**src/design/pmc_pkg.sv**
```systemverilog
// Package of constants for the microphone port control block
package pmc_pkg;
	localparam logic [7:0] PMC_ADDR_PORT_A  = 8'hF0;
	localparam logic [7:0] PMC_ADDR_PORT_B  = 8'hF1;
	localparam logic [7:0] PMC_CTRL_RESET   = 8'h00;
	localparam logic [7:0] PMC_CTRL_MASK    = 8'hC7;
	localparam int         PMC_BIT_R_EN     = 7;
	localparam int         PMC_BIT_L_EN     = 6;
	localparam int         PMC_BIT_RATE     = 2;
	localparam int         PMC_BIT_PHASE    = 1;
	localparam int         PMC_BIT_SEL      = 0;
	localparam logic [2:0] PMC_DIV_FAST     = 3'h3;
	localparam logic [2:0] PMC_DIV_SLOW     = 3'h7;
	localparam logic [2:0] PMC_SYNC_LAG     = 3'h3;
	localparam int         PMC_FIFO_DEPTH   = 16;
	localparam int         PMC_FIFO_WIDTH   = 5;
endpackage : pmc_pkg

```
**src/design/pmc_stream_if.sv**
```systemverilog
// Valid/ready stream carrier between the port logic and the FIFO
`timescale 1ns/1ns
`default_nettype none
interface pmc_stream_if #(parameter int W = 5);
	logic         valid;
	logic         ready;
	logic [W-1:0] data;
	modport src (output valid, output data, input ready);
	modport snk (input valid, input data, output ready);
endinterface : pmc_stream_if
`default_nettype wire

```
**src/design/pmc_fifo.sv**
```systemverilog
// Parameterised FIFO with registered read data
`timescale 1ns/1ns
`default_nettype none
module pmc_fifo #(
	parameter int W = 5,
	parameter int D = 16
) (
	input  wire logic clk,
	input  wire logic nrst,
	pmc_stream_if.snk in_s,
	input  wire logic out_ready,
	output logic      out_valid,
	output logic [W-1:0] out_data
);
	localparam int AW = $clog2(D);
	logic [W-1:0] mem [D];
	logic [AW:0]  wp_r;
	logic [AW:0]  rp_r;
	logic         full;
	logic         empty;
	logic         push;
	logic         pop;

	assign full  = (wp_r[AW-1:0] == rp_r[AW-1:0]) && (wp_r[AW] != rp_r[AW]);
	assign empty = (wp_r == rp_r);
	assign in_s.ready = !full;
	assign push = in_s.valid && !full;
	assign pop  = !empty && (!out_valid || out_ready);

	always_ff @(posedge clk) begin
		if (push) begin
			mem[wp_r[AW-1:0]] <= in_s.data;
		end
	end

	always_ff @(posedge clk or negedge nrst) begin
		if (!nrst) begin
			wp_r <= '0;
			rp_r <= '0;
		end else begin
			if (push) begin
				wp_r <= wp_r + {{AW{1'b0}}, 1'b1};
			end
			if (pop) begin
				rp_r <= rp_r + {{AW{1'b0}}, 1'b1};
			end
		end
	end

	always_ff @(posedge clk or negedge nrst) begin
		if (!nrst) begin
			out_valid <= 1'b0;
			out_data  <= '0;
		end else if (pop) begin
			out_valid <= 1'b1;
			out_data  <= mem[rp_r[AW-1:0]];
		end else if (out_ready) begin
			out_valid <= 1'b0;
		end
	end
endmodule : pmc_fifo
`default_nettype wire

```
**src/design/pmc_mic_ctrl.sv**
```systemverilog
// Two-port digital microphone control with register port and sample FIFO
//
// Notes on behaviour
// RL1 - Right channel of a port is captured only while control bit 7 is set.
// RL2 - Left channel of a port is captured only while control bit 6 is set.
// RL3 - Rate bit 2 clear: port clock is system clock divided by four.
// RL4 - Rate bit 2 set: port clock is system clock divided by eight.
// RL5 - Phase bit 1: clear samples at clock edges, set samples midway between. At divide by four both settings sample at the same points.
// RL6 - Select bit 0 clear: rising-edge data left, falling-edge data right.
// RL7 - Select bit 0 set: rising-edge data right, falling-edge data left.
// RL8 - Two identical port control registers at offsets F0 and F1.
// RL9 - All control fields reset to zero.
// RL10 - Port clock runs only while a channel is enabled, else held low.
// RL11 - Microphones drive data only in their own clock phase, release otherwise.
`timescale 1ns/1ns
`default_nettype none
module pmc_mic_ctrl
	import pmc_pkg::*;
#(
	parameter int FIFO_DEPTH = PMC_FIFO_DEPTH
) (
	input  wire logic       clk,
	input  wire logic       nrst,
	input  wire logic       reg_wr,
	input  wire logic       reg_rd,
	input  wire logic [7:0] reg_addr,
	input  wire logic [7:0] reg_wdata,
	output logic      [7:0] reg_rdata,
	output logic      [1:0] mic_bit_clock,
	input  wire logic [1:0] mic_data,
	output logic            smp_valid,
	output logic      [4:0] smp_data,
	input  wire logic       smp_ready
);
	////////////////////////////////////////////////////////////////////////
	// Control registers
	logic [7:0] ctrl_r [2];
	logic [1:0] port_right_enable;
	logic [1:0] port_left_enable;
	logic [1:0] port_sample_phase;
	logic [1:0] port_rate;
	logic [1:0] port_sel;

	always_ff @(posedge clk or negedge nrst) begin
		if (!nrst) begin
			ctrl_r[0] <= PMC_CTRL_RESET; // RL9
			ctrl_r[1] <= PMC_CTRL_RESET; // RL9
		end else if (reg_wr) begin
			if (reg_addr == PMC_ADDR_PORT_A) begin
				ctrl_r[0] <= reg_wdata & PMC_CTRL_MASK; // RL8
			end
			if (reg_addr == PMC_ADDR_PORT_B) begin
				ctrl_r[1] <= reg_wdata & PMC_CTRL_MASK; // RL8
			end
		end
	end

	always_ff @(posedge clk or negedge nrst) begin
		if (!nrst) begin
			reg_rdata <= 8'h00;
		end else if (reg_rd) begin
			if (reg_addr == PMC_ADDR_PORT_A) begin
				reg_rdata <= ctrl_r[0];
			end else if (reg_addr == PMC_ADDR_PORT_B) begin
				reg_rdata <= ctrl_r[1];
			end else begin
				reg_rdata <= 8'h00;
			end
		end
	end

	////////////////////////////////////////////////////////////////////////
	// Per-port clock generation and capture
	logic [3:0] cand_valid;
	logic [4:0] cand_data [4];

	genvar p;
	generate
		for (p = 0; p < 2; p++) begin : g_port
			logic [2:0] div_r;
			logic [2:0] sync_r;
			logic       din_r;
			logic       rise_bit_r;
			logic       fall_bit_r;
			logic       rise_new_r;
			logic       fall_new_r;
			logic       active;
			logic [2:0] top;
			logic [2:0] half;
			logic [2:0] quarter;
			logic [2:0] rise_pt;
			logic [2:0] fall_pt;
			logic       cap_rise;
			logic       cap_fall;

			assign port_right_enable[p] = ctrl_r[p][PMC_BIT_R_EN];
			assign port_left_enable[p]  = ctrl_r[p][PMC_BIT_L_EN];
			assign port_rate[p]         = ctrl_r[p][PMC_BIT_RATE];
			assign port_sample_phase[p] = ctrl_r[p][PMC_BIT_PHASE];
			assign port_sel[p]          = ctrl_r[p][PMC_BIT_SEL];
			assign active = port_right_enable[p] | port_left_enable[p]; // RL10
			assign top    = port_rate[p] ? PMC_DIV_SLOW : PMC_DIV_FAST; // RL3 RL4
			assign half   = top >> 1;
			assign quarter = top >> 2;

			always_ff @(posedge clk or negedge nrst) begin
				if (!nrst) begin
					div_r <= 3'h0;
				end else if (!active || div_r >= top) begin
					div_r <= 3'h0; // RL3 RL4
				end else begin
					div_r <= div_r + 3'h1;
				end
			end

			// Clock high for first half of the period, low otherwise
			always_ff @(posedge clk or negedge nrst) begin
				if (!nrst) begin
					mic_bit_clock[p] <= 1'b0;
				end else if (!active) begin
					mic_bit_clock[p] <= 1'b0; // RL10
				end else begin
					mic_bit_clock[p] <= (div_r >= top || div_r < half);
				end
			end

			always_ff @(posedge clk or negedge nrst) begin
				if (!nrst) begin
					sync_r <= 3'h0;
				end else begin
					sync_r <= {sync_r[1:0], mic_data[p]};
				end
			end

			// Pin-side sample points: last cycle of a phase, or its middle
			// Divide by four leaves one settled cycle, so both phases meet there
			assign rise_pt  = port_sample_phase[p] ? quarter + 3'h1 : half; // RL5
			assign fall_pt  = port_sample_phase[p] ? half + quarter + 3'h2 : top; // RL5
			// Shifted by the synchroniser depth, wrapped to the period
			assign cap_rise = active && (div_r == ((rise_pt + PMC_SYNC_LAG) & top)); // RL5
			assign cap_fall = active && (div_r == ((fall_pt + PMC_SYNC_LAG) & top)); // RL5

			// Pin change counts once second and third stages agree
			always_ff @(posedge clk or negedge nrst) begin
				if (!nrst) begin
					din_r <= 1'b0;
				end else if (sync_r[1] == sync_r[2]) begin
					din_r <= sync_r[1];
				end
			end

			always_ff @(posedge clk or negedge nrst) begin
				if (!nrst) begin
					rise_bit_r <= 1'b0;
					fall_bit_r <= 1'b0;
					rise_new_r <= 1'b0;
					fall_new_r <= 1'b0;
				end else begin
					rise_new_r <= cap_rise;
					fall_new_r <= cap_fall;
					if (cap_rise) begin
						rise_bit_r <= din_r;
					end
					if (cap_fall) begin
						fall_bit_r <= din_r;
					end
				end
			end

			// Candidates: {port, right, bit}; index 2p left, 2p+1 right
			assign cand_valid[2*p] = rise_new_r && !port_sel[p] && port_left_enable[p] // RL2 RL6
				|| fall_new_r && port_sel[p] && port_left_enable[p]; // RL7
			assign cand_valid[2*p+1] = fall_new_r && !port_sel[p] && port_right_enable[p] // RL1 RL6
				|| rise_new_r && port_sel[p] && port_right_enable[p]; // RL7
			assign cand_data[2*p]   = {2'(p), 1'b0, 1'b0, port_sel[p] ? fall_bit_r : rise_bit_r}; // RL6 RL7
			assign cand_data[2*p+1] = {2'(p), 1'b1, 1'b0, port_sel[p] ? rise_bit_r : fall_bit_r}; // RL6 RL7
		end
	endgenerate

	////////////////////////////////////////////////////////////////////////
	// Arbitration of captured bits into the FIFO, one per cycle
	pmc_stream_if #(.W(PMC_FIFO_WIDTH)) push_s ();
	logic       pend_v_r;
	logic [4:0] pend_d_r;
	logic       sel_v;
	logic [4:0] sel_d;

	always_comb begin
		sel_v = 1'b0;
		sel_d = 5'h00;
		for (int i = 3; i >= 0; i--) begin
			if (cand_valid[i]) begin
				sel_v = 1'b1;
				sel_d = cand_data[i];
			end
		end
	end

	// Capture points of the four channels never coincide at the same port;
	// both ports may collide, and then the lowest candidate index wins and the others are dropped.
	always_ff @(posedge clk or negedge nrst) begin
		if (!nrst) begin
			pend_v_r  <= 1'b0;
			pend_d_r  <= 5'h00;
		end else begin
			if (sel_v) begin
				pend_v_r <= 1'b1;
				pend_d_r <= sel_d;
			end else if (push_s.ready) begin
				pend_v_r <= 1'b0;
			end
		end
	end

	assign push_s.valid = pend_v_r;
	assign push_s.data  = pend_d_r;

	pmc_fifo #(.W(PMC_FIFO_WIDTH), .D(FIFO_DEPTH)) u_fifo (
		.clk       (clk),
		.nrst      (nrst),
		.in_s      (push_s),
		.out_ready (smp_ready),
		.out_valid (smp_valid),
		.out_data  (smp_data)
	);
endmodule : pmc_mic_ctrl
`default_nettype wire

```
**config.mk**
```make
export PLATFORM = sky130hd
export DESIGN_NAME = pmc_mic_ctrl
export DESIGN_NICKNAME = d
export VERILOG_FILES = /design/src/design/pmc_pkg.sv /design/src/design/pmc_stream_if.sv /design/src/design/pmc_fifo.sv /design/src/design/pmc_mic_ctrl.sv
export SDC_FILE = /design/constraint.sdc
export NUM_CORES = 1
export LEC_CHECK = 0
export BUFFER_PORTS_ARGS = -buffer_cell sky130_fd_sc_hd__buf_2
export CORE_ASPECT_RATIO = 1.2
export CORE_MARGIN = 3
export CORE_UTILIZATION = 35
export CTS_CLUSTER_SIZE = 16
export DETAILED_ROUTE_END_ITERATION = 8
export SYNTH_ARGS = -nofsm -noshare
export SYNTH_HDL_FRONTEND = slang
export SYNTH_SLANG_ARGS = --single-unit
```
**constraint.sdc**
```tcl
create_clock -name clk -period 5.15 [get_ports clk]
set_input_delay 0.2575 -clock clk [delete_from_list [all_inputs] [get_ports clk]]
set_output_delay 0.2575 -clock clk [all_outputs]
set_load 0.01 [all_outputs]
```
==> run_results.csv <==
group,metric,value,unit
final_layout,drive_gt1_share,21.7,%
yosys,synth_area,4730,sq um
clock_tree,clock-root-buffer,"clkbuf_16",
clock_tree,cts_setup_buffers,0,
setup_path,critical_path_class,"reg2reg",
floorplanning,die_w,112,um
clock_tree,clock-sinks,105,
clock_tree,cts_tree,"done",
floorplanning,core_region_area,12900,sq um
setup_path,critical_path_buf_inv_count,0,
timing,drv_slew,0,
floorplanning,fp-row-count,45,
power_and_ir_drop,p_leak,2.18,nW
timing,hold_viol_final,0,
routing,wl_per_cell,16.0,um
setup_path,slowest_delay,0.93,ns
clock_tree,cts_hold_buf,0,
yosys,ys_ff_latch,105,
timing,fin_setup_tns,0,ns
timing,worst_slew_pin_slew,0.897,ns
placement,port_buffers,30,
yosys,netlist_instances,322,
floorplanning,ios,39,
yosys,synth.distinct_cells,58,
timing,setup_slack,2.42,ns
setup_path,path_max_fanout,16,
timing,period_minus_slack,2.73,ns
setup_path,endpoint_kind,"register",
yosys,synth_ff_type,"dfrtp_1",
timing,slew_headroom,40.2,%
timing,fmax,366,MHz
routing,drc,0,
job,drv_cap,0,
clock_tree,cts_buffer_depth,2,
clock_tree,h-tree-depth,3,
power_and_ir_drop,ir_drop,0.000183,V
setup_path,critPathTopFamily,"simple AND/OR/NAND/NOR gates",
floorplanning,die_h,133,um
status,outcome,"finished, final reports clean",
routing,ant_nets,0,
grt,grt_usage,11.5,%
setup_path,crit_chain,"xnor2_1 -> nand4_1 -> o21ai_1 -> nor4b_1",
routing,first_iter_violations,105,
yosys,synth.avg_cell_area,14.7,sq um
routing,vias_per_cell,5.10,
final_layout,nets,380,
grt,grt_pass1_vias,2681,
power_and_ir_drop,powerDensity,412,nW/um^2
timing,rsz0062_at_grt,"no",
worst_hold_path,holdCritPathClass,"in2reg",
final_layout,fillCellCount,1205,
setup_path,crit_path_top_delay_cell,"dfrtp_1",
setup_path,critical_path_cell_count,4,
yosys,yosys_warnings,0,
final_layout,area_growth,10.8,%
placement,gp_congestion,0.739,
clock_tree,clk_latency,0.34,ns
setup_path,crit_required,5.12,ns
setup_path,rr_worst_depth,4,
grt,antenna_found_initial,0,
yosys,synth_edf_count,48,
final_layout,post-route-util,40.5,%
floorplanning,die_area,14900,sq um
placement,hpwlAfterDp,5640,um
worst_hold_path,min_path_cells,1,
clock_tree,ctsResizeCount,0,
setup_path,crit_path_start_kind,"register",
timing,skew,0.00630,ns
yosys,async_reset_ff_share,54.3,%
grt,grt_remaining_overflow,0,
floorplanning,start_util,36.5,%
routing,first_pass_iters,4,
placement,dp_slack,2.38,ns
timing,finalSetupViolations,0,
clock_tree,cts.clk_slew.worst_paths,0.07,ns
yosys,synth-seq-area-share,60.7,%
grt,grt_first_pass_wirelength,13800,um
grt,grt_max_degree,58,
timing,period_share,53.1,%
clock_tree,cts_buffers,9,
final_layout,antenna-diode-count,0,
setup_path,cp.arrival,2.70,ns
routing,wl,8230,um
routing,num_vias,2628,
layer usage:
metal	global-route usage (%)	vias to the layer above	share of wire, %
met5	0	-	0
met4	2.20	0	0.90
met3	3.68	8	4.1
met2	19.8	44	51
met1	14.3	1303	44
li1	-	1273	-
synth_stat cells, types with 4 or more instances:
cell type	n	share of area [%]
a22oi_1	5	0.79
o211ai_1	5	0.79
nor4b_1	5	0.93
xnor2_1	13	2.4
mux2i_1	8	1.7
mux2_2	16	3.8
mux2_1	5	1.2
mux4_2	8	3.8
inv_1	14	1.1
edfxtp_1	48	30
mux4_1	4	2.2
a21o_1	4	0.64
clkbuf_1	12	0.95
dfrtp_1	57	30
a21oi_1	6	0.64
nor2_1	8	0.64
and4b_1	8	1.7
nand2_1	9	0.71
buf_4	5	0.79
ha_1	11	2.9
o22ai_1	5	0.66
nor2b_1	6	0.79
power by group:
part	internal, mW	total [mW]	switching, mW
combinational	0.225	0.414	0.189
clock	0.323	0.607	0.283
sequential	0.974	1.14	0.165
total	1.52	2.16	0.637
metrics by stage:
stage / cells / cell area, sq um / total power, mW / hold WS (ns)
after floorplan: 326 / 4740 / 1.46 / -0.0381
after global placement: 499 / 4980 / 1.56 / 0.334
after detailed placement: 499 / 4980 / 1.58 / 0.337
after CTS: 515 / 5240 / 2.20 / 0.00697
after global routing: 515 / 5240 / 2.29 / 0.00241
final: 515 / 5240 / 2.16 / 0.0236
final cells by class:
type | count | area (sq um) | share of cell area [%]
sequential | 105 | 2870 | 54.7
multi-input combinational | 185 | 1690 | 32.3
clock inverter | 6 | 35.0 | 0.668
inverter | 14 | 52.6 | 1.00
tap | 164 | 205 | 3.92
timing repair buffer | 31 | 158 | 3.01
clock buffer | 10 | 229 | 4.37
worst paths after layout:
check / startpoint / endpoint / slack, ns
max in group asynchronous: nrst / u_fifo.wp_r[3]$_DFFE_PN0P_ / 4.57
min reg2reg: g_port[0].sync_r[0]$_DFF_PN0_ / g_port[0].sync_r[1]$_DFF_PN0_ / 0.35
max reg2reg: u_fifo.rp_r[0]$_DFFE_PN0P_ / u_fifo.mem[2][0]$_DFFE_PP_ / 2.42
min in group asynchronous: nrst / u_fifo.out_data[3]$_DFFE_PN0P_ / 0.04
min: mic_data[0] / g_port[0].sync_r[0]$_DFF_PN0_ / 0.02
max: u_fifo.rp_r[0]$_DFFE_PN0P_ / u_fifo.mem[2][0]$_DFFE_PP_ / 2.42
cell families (layout without fill, tap and decap cells):
| group | after synthesis | count (layout) | synth area share (%) |
|---|---|---|---|
| AOI/OAI and AO/OA | 49 | 49 | 7.86 |
| xor gates and xnor gates | 15 | 15 | 2.78 |
| adders and majority gates | 13 | 13 | 3.33 |
| buffers and inverters | 36 | 61 | 3.84 |
| DFF | 105 | 105 | 60.7 |
| muxes | 42 | 42 | 13.0 |
| other | 1 | 5 | 0.0793 |
| and+or+nand+nor | 61 | 61 | 8.42 |
placed cells by master, fill, tap and decap left out, types with 9 or more instances in the layout:
| master | instances |
|---|---|
| dfrtp_1 | 57 |
| edfxtp_1 | 48 |
| buf_2 | 30 |
| mux2_2 | 16 |
| inv_1 | 14 |
| xnor2_1 | 13 |
| ha_1 | 11 |
| nand2_1 | 9 |
| clkbuf_16 | 9 |
sequential cells by signal (all words and copies together) (netlist names), 3 cells and up:
register / count
u_fifo.wp_r: 5
reg_rdata: 5
u_fifo.rp_r: 5
g_port.div_r: 6
u_fifo.out_data: 3
ctrl_r: 10
g_port.sync_r: 6
u_fifo.mem: 48
pend_d_r: 3
No activity file was read; power rests on OpenSTA's default activity.
